==> src/pkg/kbsc_cfg.svh <==
`ifndef KBSC_CFG_SVH
`define KBSC_CFG_SVH
// Functional notes
// - twenty keys, 4x4 matrix plus four extras
// - result is group bit plus 4-bit position
// - idle drives rows low, column low detects
// - scan captures row/column code into holding register
// - group high unless an extra key pressed
// - encoding autonomous; host read starts transfer
// - captured code raises pending, keypad interrupt source
// - host read enables code and group transfer
// - pending rise sets keypad latch; host clears
// - merge bus, measurement, keypad requests
// - standby key sets standby latch and flag
// - standby latch rise toggles power state
// - standby: shutdown, indicator, block merged requests
// - host clears standby latch; power state kept
// - standby holds host interrupt high, bus reset
// - wake: supplies back, delayed interrupt enable
// - reset host and bus on power change

// clock and timing
`define KBSC_CLK_PERIOD_NS 10
`define KBSC_WAKE_DELAY_US 100
`define KBSC_WAKE_CYC ((`KBSC_WAKE_DELAY_US * 1000) / `KBSC_CLK_PERIOD_NS)
`define KBSC_PWR_RST_MS 300
`define KBSC_PWR_RST_CYC ((`KBSC_PWR_RST_MS * 1000000) / `KBSC_CLK_PERIOD_NS)
`define KBSC_SETTLE_CYC 3

// register byte offsets
`define KBSC_OFF_STATUS 12'h000
`define KBSC_OFF_KEYCODE 12'h004
`define KBSC_OFF_CLEAR 12'h008
`define KBSC_OFF_CTRL 12'h00C

// status fields
`define KBSC_ST_KBD 0
`define KBSC_ST_STBY 1
`define KBSC_ST_POWER 2
`define KBSC_ST_PEND 3
`define KBSC_ST_IRQEN 4
`define KBSC_ST_IRQ 5
`define KBSC_ST_MEAS 6
`define KBSC_ST_BUS 7
// keycode fields
`define KBSC_KC_GROUP 4
// clear fields
`define KBSC_CLR_KBD 0
`define KBSC_CLR_STBY 1
// control fields: source enables
`define KBSC_CTL_KBD 0
`define KBSC_CTL_MEAS 1
`define KBSC_CTL_BUS 2
`define KBSC_CTL_RST 3'h7
// synchroniser reset: power,bus,meas low; key lines high
`define KBSC_SYNC_RST 9'h03F
`endif

==> src/pkg/kbsc_pkg.sv <==
package kbsc_pkg;
  // encoder scan states, one-hot
  typedef enum logic [4:0] {
    KBSC_IDLE = 5'h01,
    KBSC_SETTLE = 5'h02,
    KBSC_SAMPLE = 5'h04,
    KBSC_HOLD = 5'h08,
    KBSC_RELEASE = 5'h10
  } kbsc_scan_state_t;
  typedef logic [3:0] kbsc_code_t;
endpackage

==> src/pkg/kbsc_key_if.sv <==
`timescale 1ns/1ps
// encoder result toward the interrupt logic
interface kbsc_key_if;
  logic [3:0] code;
  logic group;
  logic pending;
  logic clear;
  modport enc (output code, output group, output pending, input clear);
  modport ctl (input code, input group, input pending, output clear);
endinterface

==> src/logic/kbsc_scan.sv <==
`timescale 1ns/1ps
`include "kbsc_cfg.svh"
module kbsc_scan import kbsc_pkg::*; #(
  parameter int unsigned ROWS = 4,
  parameter int unsigned COLS = 4,
  parameter int unsigned SETTLE = `KBSC_SETTLE_CYC
) (
  // clock, reset, enable
  input wire logic sys_clk_i,
  input wire logic rst_n_i,
  input wire logic clk_en_i,
  // keypad lines, already synchronised
  output logic [ROWS-1:0] row_o,
  input wire logic [COLS-1:0] col_n_i,
  input wire logic ext_n_i,
  // result toward the controller
  kbsc_key_if.enc key
);
  // refuse geometry and settle counts the scan cannot serve
  if (ROWS != 4 || COLS != 4 || SETTLE < 3 || SETTLE > 15) begin : g_bad_cfg
    $error("kbsc_scan: unsupported geometry or settle count");
  end

  kbsc_scan_state_t state_reg;
  kbsc_scan_state_t state_next;
  logic [1:0] row_reg;
  logic [3:0] cnt_reg;
  kbsc_code_t code_reg;
  logic group_reg;

  // first low column, lowest index wins
  function automatic logic [1:0] first_low(input logic [COLS-1:0] c);
    logic [1:0] idx;
    idx = 2'h0;
    for (int i = COLS - 1; i >= 0; i--) begin
      if (!c[i]) begin
        idx = 2'(i);
      end
    end
    return idx;
  endfunction

  // detection wires
  wire logic col_hit = ~&col_n_i;
  wire logic ext_hit = ~ext_n_i;
  wire logic any_hit = col_hit | ext_hit;
  wire logic scanning = (state_reg == KBSC_SETTLE) || (state_reg == KBSC_SAMPLE);
  wire logic last_row = (row_reg == 2'(ROWS - 1));
  wire logic settled = (cnt_reg == 4'(SETTLE - 1));
  // matrix code from row and column
  wire kbsc_code_t mat_code = {row_reg, first_low(col_n_i)};
  // extra keys sit on rows, code is the row
  wire kbsc_code_t ext_code = {2'h0, row_reg};

  // rows all low while idle, one row low while scanning
  assign row_o = scanning ? ~(ROWS'(1) << row_reg) : '0;
  assign key.code = code_reg;
  assign key.group = group_reg;
  assign key.pending = (state_reg == KBSC_HOLD);

  // next state
  always_comb begin
    state_next = state_reg;
    case (state_reg)
      KBSC_IDLE: if (any_hit) state_next = KBSC_SETTLE;
      KBSC_SETTLE: if (settled) state_next = KBSC_SAMPLE;
      KBSC_SAMPLE: begin
        if (any_hit) state_next = KBSC_HOLD;
        else if (last_row) state_next = KBSC_IDLE;
        else state_next = KBSC_SETTLE;
      end
      KBSC_HOLD: if (key.clear) state_next = KBSC_RELEASE;
      KBSC_RELEASE: if (!any_hit) state_next = KBSC_IDLE;
      default: state_next = KBSC_IDLE;
    endcase
  end

  // scan state, row pointer, settle counter
  always_ff @(posedge sys_clk_i or negedge rst_n_i) begin
    if (!rst_n_i) begin
      state_reg <= KBSC_IDLE;
      row_reg <= 2'h0;
      cnt_reg <= 4'h0;
    end else if (clk_en_i) begin
      state_reg <= state_next;
      cnt_reg <= (state_reg == KBSC_SETTLE) ? cnt_reg + 4'h1 : 4'h0;
      if (state_reg == KBSC_IDLE) row_reg <= 2'h0;
      else if (state_reg == KBSC_SAMPLE && !any_hit) row_reg <= row_reg + 2'h1;
    end
  end

  // capture code; group low only for extra key
  always_ff @(posedge sys_clk_i or negedge rst_n_i) begin
    if (!rst_n_i) begin
      code_reg <= 4'h0;
      group_reg <= 1'b1;
    end else if (clk_en_i) begin
      if (state_reg == KBSC_SAMPLE && any_hit) begin
        code_reg <= col_hit ? mat_code : ext_code;
        group_reg <= col_hit;
      end else if (state_reg == KBSC_HOLD && key.clear) begin
        group_reg <= 1'b1;
      end
    end
  end
endmodule

==> src/logic/kbsc_top.sv <==
`timescale 1ns/1ps
`include "kbsc_cfg.svh"
module kbsc_top import kbsc_pkg::*; #(
  parameter int unsigned WAKE_CYC = `KBSC_WAKE_CYC,
  parameter int unsigned PWR_RST_CYC = `KBSC_PWR_RST_CYC
) (
  // clock, reset, enable
  input wire logic sys_clk_i,
  input wire logic rst_n_i,
  input wire logic clk_en_i,
  // apb slave
  input wire logic [11:0] paddr_i,
  input wire logic psel_i,
  input wire logic penable_i,
  input wire logic pwrite_i,
  input wire logic [31:0] pwdata_i,
  output logic [31:0] prdata_o,
  output logic pready_o,
  output logic pslverr_o,
  // keypad
  output logic [3:0] row_o,
  input wire logic [3:0] col_n_i,
  input wire logic ext_n_i,
  output logic key_group_o,
  output logic key_pending_o,
  // standby key and power sense
  input wire logic standby_key_n_i,
  input wire logic power_ok_i,
  // interrupt sources
  input wire logic measurement_interrupt_i,
  input wire logic bus_irq_i,
  // host and system outputs
  output logic host_irq_n_o,
  output logic host_reset_o,
  output logic bus_reset_o,
  output logic supply_shutdown_o,
  output logic standby_led_o
);
  // refuse delay counts the counters cannot serve
  if (WAKE_CYC < 1 || PWR_RST_CYC < 1) begin : g_bad_delay
    $error("kbsc_top: delay counts must be at least one cycle");
  end

  kbsc_key_if key ();

  // rising edge of a sampled level
  function automatic logic rise(input logic prev, input logic cur);
    return cur & ~prev;
  endfunction

  // two-flop synchronisers for every pin input
  logic [8:0] sync1_reg;
  logic [8:0] sync2_reg;
  wire logic [8:0] pins = {power_ok_i, bus_irq_i, measurement_interrupt_i, standby_key_n_i, ext_n_i, col_n_i};
  always_ff @(posedge sys_clk_i or negedge rst_n_i) begin
    if (!rst_n_i) begin
      sync1_reg <= `KBSC_SYNC_RST;
      sync2_reg <= `KBSC_SYNC_RST;
    end else if (clk_en_i) begin
      sync1_reg <= pins;
      sync2_reg <= sync1_reg;
    end
  end

  // synchronised levels
  wire logic [3:0] col_s = sync2_reg[3:0];
  wire logic ext_s = sync2_reg[4];
  wire logic stby_key_s = ~sync2_reg[5];
  wire logic meas_s = sync2_reg[6];
  wire logic bus_s = sync2_reg[7];
  wire logic pwr_s = sync2_reg[8];

  // keypad encoder
  kbsc_scan u_scan (
    .sys_clk_i(sys_clk_i),
    .rst_n_i(rst_n_i),
    .clk_en_i(clk_en_i),
    .row_o(row_o),
    .col_n_i(col_s),
    .ext_n_i(ext_s),
    .key(key.enc)
  );

  // state registers
  logic kbd_latch_reg;
  logic stby_latch_reg;
  logic power_reg;
  logic irq_en_reg;
  logic [31:0] wake_cnt_reg;
  logic [31:0] prst_cnt_reg;
  logic [2:0] src_en_reg;
  logic [31:0] prdata_reg;
  logic rd_ok_reg;
  logic host_irq_n_reg;
  logic host_reset_reg;
  logic bus_reset_reg;

  // edge history
  logic stby_prev_reg;
  logic pwr_prev_reg;
  logic pend_prev_reg;
  logic slatch_prev_reg;
  always_ff @(posedge sys_clk_i or negedge rst_n_i) begin
    if (!rst_n_i) begin
      stby_prev_reg <= 1'b0;
      pwr_prev_reg <= 1'b0;
      pend_prev_reg <= 1'b0;
      slatch_prev_reg <= 1'b0;
    end else if (clk_en_i) begin
      stby_prev_reg <= stby_key_s;
      pwr_prev_reg <= pwr_s;
      pend_prev_reg <= key.pending;
      slatch_prev_reg <= stby_latch_reg;
    end
  end

  // one event per press or request edge
  wire logic stby_press = rise(stby_prev_reg, stby_key_s);
  wire logic pend_rise = rise(pend_prev_reg, key.pending);
  wire logic stby_rise = rise(slatch_prev_reg, stby_latch_reg);
  wire logic pwr_edge = pwr_s ^ pwr_prev_reg;

  // apb decode
  wire logic setup = psel_i & ~penable_i;
  wire logic access = psel_i & penable_i & pready_o;
  wire logic wr_acc = access & pwrite_i;
  wire logic sel_status = (paddr_i == `KBSC_OFF_STATUS);
  wire logic sel_keycode = (paddr_i == `KBSC_OFF_KEYCODE);
  wire logic sel_clear = (paddr_i == `KBSC_OFF_CLEAR);
  wire logic sel_ctrl = (paddr_i == `KBSC_OFF_CTRL);
  wire logic mapped = sel_status | sel_keycode | sel_clear | sel_ctrl;
  wire logic clr_kbd = wr_acc & sel_clear & pwdata_i[`KBSC_CLR_KBD];
  wire logic clr_stby = wr_acc & sel_clear & pwdata_i[`KBSC_CLR_STBY];
  wire logic ctrl_wr = wr_acc & sel_ctrl;
  // key-code enable is the host read of the keycode register
  wire logic key_oe = setup & ~pwrite_i & sel_keycode;

  // encoder released only by the host clear
  assign key.clear = clr_kbd & clk_en_i;

  wire logic merged = (kbd_latch_reg & src_en_reg[`KBSC_CTL_KBD])
    | (meas_s & src_en_reg[`KBSC_CTL_MEAS])
    | (bus_s & src_en_reg[`KBSC_CTL_BUS]);
  wire logic gated = merged & ~power_reg;
  // no request while interrupt input disabled
  wire logic irq_req = irq_en_reg & (gated | stby_latch_reg);
  wire logic wake_busy = (wake_cnt_reg != 32'h0000_0000);
  wire logic prst_busy = (prst_cnt_reg != 32'h0000_0000);

  // read mux
  wire logic [31:0] status_word = {24'h00_0000, bus_s, meas_s, ~host_irq_n_reg, irq_en_reg,
    key.pending, power_reg, stby_latch_reg, kbd_latch_reg};
  // code and group placed on the bus while enabled
  wire logic [31:0] keycode_word = key_oe ? {27'h000_0000, key.group, key.code} : 32'h0000_0000;
  wire logic [31:0] rd_word = sel_status ? status_word
    : sel_keycode ? keycode_word
    : sel_ctrl ? {29'h0000_0000, src_en_reg} : 32'h0000_0000;

  // apb read data captured in setup, write side in access
  always_ff @(posedge sys_clk_i or negedge rst_n_i) begin
    if (!rst_n_i) begin
      prdata_reg <= 32'h0000_0000;
      rd_ok_reg <= 1'b0;
      src_en_reg <= `KBSC_CTL_RST;
    end else if (clk_en_i) begin
      if (setup) begin
        prdata_reg <= rd_word;
      end
      rd_ok_reg <= setup & ~pwrite_i;
      if (ctrl_wr) begin
        src_en_reg <= pwdata_i[2:0];
      end
    end
  end

  // keypad latch, set wins over clear
  always_ff @(posedge sys_clk_i or negedge rst_n_i) begin
    if (!rst_n_i) begin
      kbd_latch_reg <= 1'b0;
    end else if (clk_en_i) begin
      if (pend_rise) kbd_latch_reg <= 1'b1;
      else if (clr_kbd) kbd_latch_reg <= 1'b0;
    end
  end

  // standby latch set per press; host clear, set wins
  always_ff @(posedge sys_clk_i or negedge rst_n_i) begin
    if (!rst_n_i) begin
      stby_latch_reg <= 1'b0;
    end else if (clk_en_i) begin
      if (stby_press) stby_latch_reg <= 1'b1;
      else if (clr_stby) stby_latch_reg <= 1'b0;
    end
  end

  // power state toggles on standby latch rise only
  always_ff @(posedge sys_clk_i or negedge rst_n_i) begin
    if (!rst_n_i) begin
      power_reg <= 1'b0;
    end else if (clk_en_i) begin
      if (stby_rise) power_reg <= ~power_reg;
    end
  end

  // wake delay before the interrupt input reopens
  always_ff @(posedge sys_clk_i or negedge rst_n_i) begin
    if (!rst_n_i) begin
      wake_cnt_reg <= 32'h0000_0000;
      irq_en_reg <= 1'b1;
    end else if (clk_en_i) begin
      if (stby_rise && !power_reg) begin
        // entering standby closes the interrupt input
        wake_cnt_reg <= 32'h0000_0000;
        irq_en_reg <= 1'b0;
      end else if (stby_rise && power_reg) begin
        wake_cnt_reg <= 32'(WAKE_CYC);
        irq_en_reg <= 1'b0;
      end else if (wake_busy) begin
        wake_cnt_reg <= wake_cnt_reg - 32'h0000_0001;
        irq_en_reg <= (wake_cnt_reg == 32'h0000_0001);
      end
    end
  end

  // host reset pulse after release and each power change
  always_ff @(posedge sys_clk_i or negedge rst_n_i) begin
    if (!rst_n_i) begin
      prst_cnt_reg <= 32'(PWR_RST_CYC);
    end else if (clk_en_i) begin
      if (pwr_edge) prst_cnt_reg <= 32'(PWR_RST_CYC);
      else if (prst_busy) prst_cnt_reg <= prst_cnt_reg - 32'h0000_0001;
    end
  end

  // registered pin outputs
  always_ff @(posedge sys_clk_i or negedge rst_n_i) begin
    if (!rst_n_i) begin
      host_irq_n_reg <= 1'b1;
      host_reset_reg <= 1'b1;
      bus_reset_reg <= 1'b1;
    end else if (clk_en_i) begin
      // active low request, high while disabled
      host_irq_n_reg <= ~irq_req;
      host_reset_reg <= prst_busy;
      // bus interface held in reset through standby and wake
      bus_reset_reg <= prst_busy | power_reg | ~irq_en_reg;
    end
  end

  // apb answers: no wait states, reads after a setup cycle
  assign pready_o = clk_en_i & (pwrite_i | rd_ok_reg);
  assign pslverr_o = psel_i & penable_i & ~mapped;
  assign prdata_o = prdata_reg;
  // group bit high unless an extra key is held
  assign key_group_o = key.group;
  assign key_pending_o = key.pending;
  assign host_irq_n_o = host_irq_n_reg;
  assign host_reset_o = host_reset_reg;
  assign bus_reset_o = bus_reset_reg;
  // shutdown request and indicator follow power state
  assign supply_shutdown_o = power_reg;
  assign standby_led_o = power_reg;
endmodule

==> config.mk <==
export PLATFORM = sky130hd
export DESIGN_NAME = kbsc_top
export DESIGN_NICKNAME = d
export VERILOG_FILES = /design/src/pkg/kbsc_pkg.sv /design/src/pkg/kbsc_key_if.sv /design/src/logic/kbsc_scan.sv /design/src/logic/kbsc_top.sv
export VERILOG_INCLUDE_DIRS = /design/src /design/src/pkg
export SDC_FILE = /design/constraint.sdc
export NUM_CORES = 1
export LEC_CHECK = 0
export ABC_AREA = 0
export ABC_CLOCK_PERIOD_IN_PS = 5000
export BUFFER_PORTS_ARGS = -buffer_cell sky130_fd_sc_hd__clkbuf_2
export CAP_MARGIN = 40
export CORE_ASPECT_RATIO = 0.7
export CORE_UTILIZATION = 60
export DETAILED_ROUTE_END_ITERATION = 16
export PLACE_DENSITY = 0.81
export SKIP_LAST_GASP = 1
export SLEW_MARGIN = 25
export SYNTH_ARGS = -nofsm -noshare
export SYNTH_HDL_FRONTEND = slang
export SYNTH_SLANG_ARGS = --single-unit
==> constraint.sdc <==
create_clock -name sys_clk_i -period 5 [get_ports sys_clk_i]
set_clock_uncertainty 0.1 [all_clocks]
set_input_delay 0.25 -clock sys_clk_i [delete_from_list [all_inputs] [get_ports sys_clk_i]]
set_output_delay 0.25 -clock sys_clk_i [all_outputs]
set_load 0.005 [all_outputs]
Word level (Yosys, flattened, before mapping)
Index checks and enable logic that the tools add are counted.
- register bits after elaboration: 145
- input port bits: 59
- output and inout port bits: 45
- word-level logic and storage cells: 152
- add/subtract/negate cells: 4
- equal/unequal tests: 15
- shifts and indexed selects: 1
- multiplexer cells: 34
- bitwise operators: 45
- reductions and logical operators: 30
- operators by type and width (cell ; count):
    32-bit 2-to-1 mux ; 5
    32-bit nonzero test ; 2
    32-bit by 1-bit subtractor with 32-bit output (second input constant) ; 2
    5-bit 2-to-1 mux ; 7
    32-bit by 1-bit equality test with 1-bit output (second input constant) ; 1
    5-bit one-hot mux with 5 select lines ; 1
    12-bit by 4-bit equality test with 1-bit output (second input constant) ; 2
    1-bit bitwise AND ; 21
    2-bit AND reduction ; 10
    2-bit 2-to-1 mux ; 7
    12-bit by 3-bit equality test with 1-bit output (second input constant) ; 1
    12-bit logical NOT ; 1
    4-bit 2-to-1 mux ; 3
    1-bit inverter ; 12
    1-bit bitwise OR ; 10
    2-bit nonzero test ; 5
    1-bit 2-to-1 mux ; 9
    8-bit 2-to-1 mux ; 1
    2-bit by 1-bit != test with 1-bit output (second input constant) ; 3
    5-bit by 1-bit equality test with 1-bit output (second input constant) ; 1
    5-bit by 2-bit equality test with 1-bit output (second input constant) ; 1
    5-bit by 3-bit equality test with 1-bit output (second input constant) ; 1
    5-bit by 4-bit equality test with 1-bit output (second input constant) ; 1
    5-bit equality test (second input constant) ; 1
    15 further kinds ; 21

Logic depth before layout (Yosys ltp)
- word-level depth: 10
- mapped depth: 9

By module
A second synthesis with hierarchy kept.
- cell total of the unflattened synthesis: 719
- area, all modules: 6845.3 um^2
- modules (own cells, without submodules) (module ; times used ; cells each ; area each (um^2) ; seq. area each (um^2)):
    kbsc_top ; 1 ; 609 ; 5816.8 ; 2663.8
    kbsc_scan ; 1 ; 110 ; 1028.5 ; 402.9

Least setup slack after synthesis
Ideal clock, no wire load.
- path type: register to register
- from: reg prst_cnt_reg[17]
- to: reg prst_cnt_reg[21]
- setup time: 0.076 ns
- arrival time: 2.272 ns
- data required time: 4.824 ns
- path slack: 2.552 ns
- stages on the path, launching flop included: 7
- period minus slack after synthesis: 2.448 ns
- cell sequence: dfrtp_1 > or4_1 > or4_4 > nor4_4 > buf_6 > o31ai_1 > a21oi_2
- word-level cells in the longest chain between the ends: 3
- RTL lines (element ; RTL line ; RTL):
    start: declaration ; kbsc_top.sv:90 ; logic [31:0] prst_cnt_reg;
    start signal: assignment ; kbsc_top.sv:228 ; prst_cnt_reg <= 32'(PWR_RST_CYC);
    start signal: assignment ; kbsc_top.sv:230 ; if (pwr_edge) prst_cnt_reg <= 32'(PWR_RST_CYC);
    start signal: assignment ; kbsc_top.sv:231 ; else if (prst_busy) prst_cnt_reg <= prst_cnt_reg - 32'h0000_0001;
    32-bit by 1-bit subtractor with 32-bit output or 32-bit nonzero test (tied branches) ; kbsc_top.sv:231, kbsc_top.sv:148 ;
    32-bit 2-to-1 mux or 2-bit nonzero test (tied branches) ; -- ;
    32-bit 2-to-1 mux or 2-bit AND reduction (tied branches) ; -- ;
Several ways; a longest one is shown, not always the timed one. The select of a mux whose other input is x is not followed.
A chain may end at the register's enable or synchronous reset.

Worst setup path after layout
- from: reg wake_cnt_reg[0]
- to: reg wake_cnt_reg[0]
- word-level cells in the longest chain between the ends: 4
- RTL lines (element ; RTL line ; RTL):
    start: declaration ; kbsc_top.sv:89 ; logic [31:0] wake_cnt_reg;
    start signal: assignment ; kbsc_top.sv:216 ; wake_cnt_reg <= 32'(WAKE_CYC);
    start signal: assignment ; kbsc_top.sv:219 ; wake_cnt_reg <= wake_cnt_reg - 32'h0000_0001;
    32-bit by 1-bit subtractor with 32-bit output ; kbsc_top.sv:219 ;
    32-bit 2-to-1 mux ; kbsc_top.sv:218 ; end else if (wake_busy) begin
    32-bit 2-to-1 mux ; kbsc_top.sv:215 ; end else if (stby_rise && power_reg) begin
    32-bit 2-to-1 mux ; kbsc_top.sv:211 ; if (stby_rise && !power_reg) begin
Several ways; a longest one is shown, not always the timed one. The select of a mux whose other input is x is not followed.

==> impl_results.md <==
* CTS buffer count at 17
* Number of setup violations in the final report at 0
* Worst Path Required at 5.20 ns
* Mux contribution to synthesized area at 0.05087
* CP max stage delay at ~0.80 ns
* Core area at ~11,000 um^2
* Post-Synth Simple-Gate Area at 0.2378
* H-tree depth at 4
* Initial antenna violation count at 0
* Pre-Repair DR Iteration Count at 8
* # clock sinks at 121
* Outcome: finished clean
* Slew Limit Fails at 0
* Final wirelength at 16.27 mm
* Met2 wire length at 7.662 mm
* CP endpoint kind: flip-flop
* Port Buffers at 50
* Vias per inst at 6.425
* Met3 WL at between 1 and 1.5 mm
* HP Class: in -> reg
* Worst path arrival time at between 3 and 4 ns
* Die Footprint at ~12,000 um^2
* Nets at between 800 and 900
* Via count at slightly below 6,000
* Clk_lat worst skew at about 0.42 ns
* Fin crit period at between 3 and 4 ns
* Max clock buf depth at 2
* Slew @ Worst Pin at 0.8414 ns
* CP Max Fanout at 7
* Dominant synthesized flop cell: dfrtp_1
* Hold Violations, Final at 0
* Die H at just over 90 um
* Buf/Inv on CP at 2
* Drt drc at 0
* #FFs+latches synth at between 100 and 150
* Remaining antenna violation count after routing at 0
* Post-Synth XOR/XNOR Area at 0.01300
* Leakage at around 0.0032 uW
* Crit path cell chain: inv_1 -> ha_1 -> nor4b_1 -> nand3_1 -> o41ai_2 -> clkbuf_2 -> nor3_1 -> a21o_1
* Max-Cap Viols at 0
* Distinct cells, synth at approximately 70
* Cells after Synth at just under 700
* Share of cells above drive strength 1 at 0.2418
* CTS root buf: clkbuf_16
* Cell Rows at 31
* Half-perimeter wire length after placement at ~11 mm
* CTS tree: yes
* Fmax at 290.9 MHz
* CP Launch Type: flip-flop
* Asr flop ratio synth at 1.000
* Synthesized area at 6739 um^2
* Initial DRC count at roughly 560
* Max layer used: met4
* Area growth, synth to finish at 15.45%
* Setup total negative slack at 0 ns
* Total grt overflow at 0
* Clk pin slew, worst setup/hold paths at ~0.06 ns
* Average routed wire per standard cell at roughly 18 um
* Die width at roughly 130 um
* Antenna diodes at 0
* Boundary Pins at between 100 and 150
* First-pass GRT wire length at roughly 27 mm
* Synth Area in Compound Gates at 0.1617
* Largest family of logic cells by synthesized area: simple AND/OR/NAND/NOR gates
* RSZ-0062 raised after global routing: false
* Sequential share of the synthesized area at 0.4551
* GRT Total Usage at 0.2989
* Vias in the first global route at 5,633
* Max transition margin at 0.4314
* Min setup slack post-route at approximately 1.6 ns
* Mean Syn Cell Area at 9.824 um^2
* PwrDens at between 400 and 500 nW/um^2
* Synthesis warning total at 0
* Cts repair resizes at 0
* Initial cell density of the core at 0.6341
* Final period utilization at 0.6876
* Post-synth EDFFs at 0
* Worst path top cell family by delay: simple AND/OR/NAND/NOR gates
* WHS at 0.01366 ns
* Post-synthesis adder-cell area fraction at 0.01857
* Largest net degree at the start of global routing at 69
* RePlAce Congestion at 0.8258
* CP Class: reg -> reg
* Max VDD drop at ~0.29 mV
* WL met1 at 7.214 mm
* Slowest CP cell: o41ai_2
* # fillers at ~750
* Worst slack, placed at between 1.5 and 2 ns
## Yosys cell counts, drive strengths merged, types with 3 or more instances
cell,instances,share of area
a21oi,38,0.032
a22oi,5,0.0056
a31o,7,0.0091
a31oi,11,0.010
a41o,3,0.0045
and2,4,0.0037
and3,4,0.0037
buf,37,0.038
clkbuf,15,0.0084
dfrtp,90,0.33
dfstp,31,0.12
ha,10,0.019
inv,28,0.016
mux2,26,0.043
mux2i,5,0.0074
nand2,53,0.030
nand2b,9,0.0084
nand3,26,0.019
nand3b,4,0.0045
nand4,7,0.0065
nand4b,4,0.0052
nor2,44,0.025
nor2b,3,0.0028
nor3,16,0.013
nor3b,4,0.0045
nor4,23,0.033
o2111ai,3,0.0039
o211ai,5,0.0056
o21a,3,0.0033
o21ai,39,0.029
o31ai,20,0.024
o41ai,9,0.013
or2,6,0.0056
or3,25,0.024
or4,32,0.037
or4b,4,0.0059
xnor2,6,0.0078
xor2,4,0.0052
## through the flow
| step | area, um^2 | util | instances | total power (uW) |
|---|---|---|---|---|
| after floorplan | 6825 | - | 709 | 1838 |
| after global placement | 6970 | 0.6559 | 858 | 1980 |
| after detailed placement | 6994 | 0.6581 | 861 | 2038 |
| after CTS | 7729 | 0.7272 | 905 | 3325 |
| after global routing | 7780 | 0.7320 | 909 | 3501 |
| final | 7780 | 0.7320 | 909 | 3339 |
## cells by family after synthesis
kind of cell / after synthesis
buffers and inverters: 80
and+or+nand+nor: 273
muxes: 31
DFF: 121
other: 1
xor gates and xnor gates: 10
AOI/OAI and AO/OA: 160
adders and majority gates: 10
## routing by layer
layer | up-vias | global-route usage
li1 | 2658 | -
met1 | 2850 | 0.4136
met2 | 292 | 0.4667
met3 | 40 | 0.06220
met4 | 0 | 0.1039
met5 | - | 0
## final cells by class
cell class,instances,area (um^2),area share
inverter,28,105.1,0.01351
timing repair buffer,72,470.5,0.06047
clock inverter,13,171.4,0.02203
multi-input combinational,508,3338,0.4291
tap,148,185.2,0.02380
sequential,121,3067,0.3942
clock buffer,19,442.9,0.05693
## layout by cell type (no fill, tap or decap), drive strengths merged, types with 5 or more instances in the layout
cell type and count:
a22oi 5, clkinv 7, ha 10, nand2b 9, o31ai 20, conb 24
or4 32, dfstp 31, nand4 7, a31oi 11, inv 29, mux2i 5
or2 6, o41ai 9, o211ai 5, nand3 26, dlygate4sd3 12, o21ai 39
nor4 23, xnor2 6, buf 9, nor3 16, nor2 44, a21oi 38
or3 25, mux2 26, clkbuf 70, a31o 7, dfrtp 90, nand2 53
## power breakdown
part           switching, uW  leakage (uW)  internal (uW)
Combinational            422       0.00139            298
Clock                    469      0.000294            802
Sequential               197       0.00150           1150
Total                   1090       0.00318           2250
## timing repair
action                     in CTS  in global routing
hold buffers                   12                  0
setup buffers                   0                  0
hold endpoints to repair       65                  0
setup endpoints to repair       0                  0
## path summary, 6_finish.rpt
kind,from,end,slack [ns],cells past startpoint
worst max-delay path,wake_cnt_reg[0]$_DFFE_PN0P_,wake_cnt_reg[0]$_DFFE_PN0P_,1.56,8
worst min-delay path,pwdata_i[1],src_en_reg[1]$_DFFE_PN1P_,0.01,2
min in group asynchronous,rst_n_i,prst_cnt_reg[17]$_DFFE_PN0P_,0.13,2
worst min register to register,pend_prev_reg$_DFFE_PN0P_,kbd_latch_reg$_DFFE_PN0P_,0.36,1
max in group asynchronous,rst_n_i,prst_cnt_reg[26]$_DFFE_PN0P_,3.41,4
worst max register to register,wake_cnt_reg[0]$_DFFE_PN0P_,wake_cnt_reg[0]$_DFFE_PN0P_,1.56,8
(Power assumes the default switching activity.)
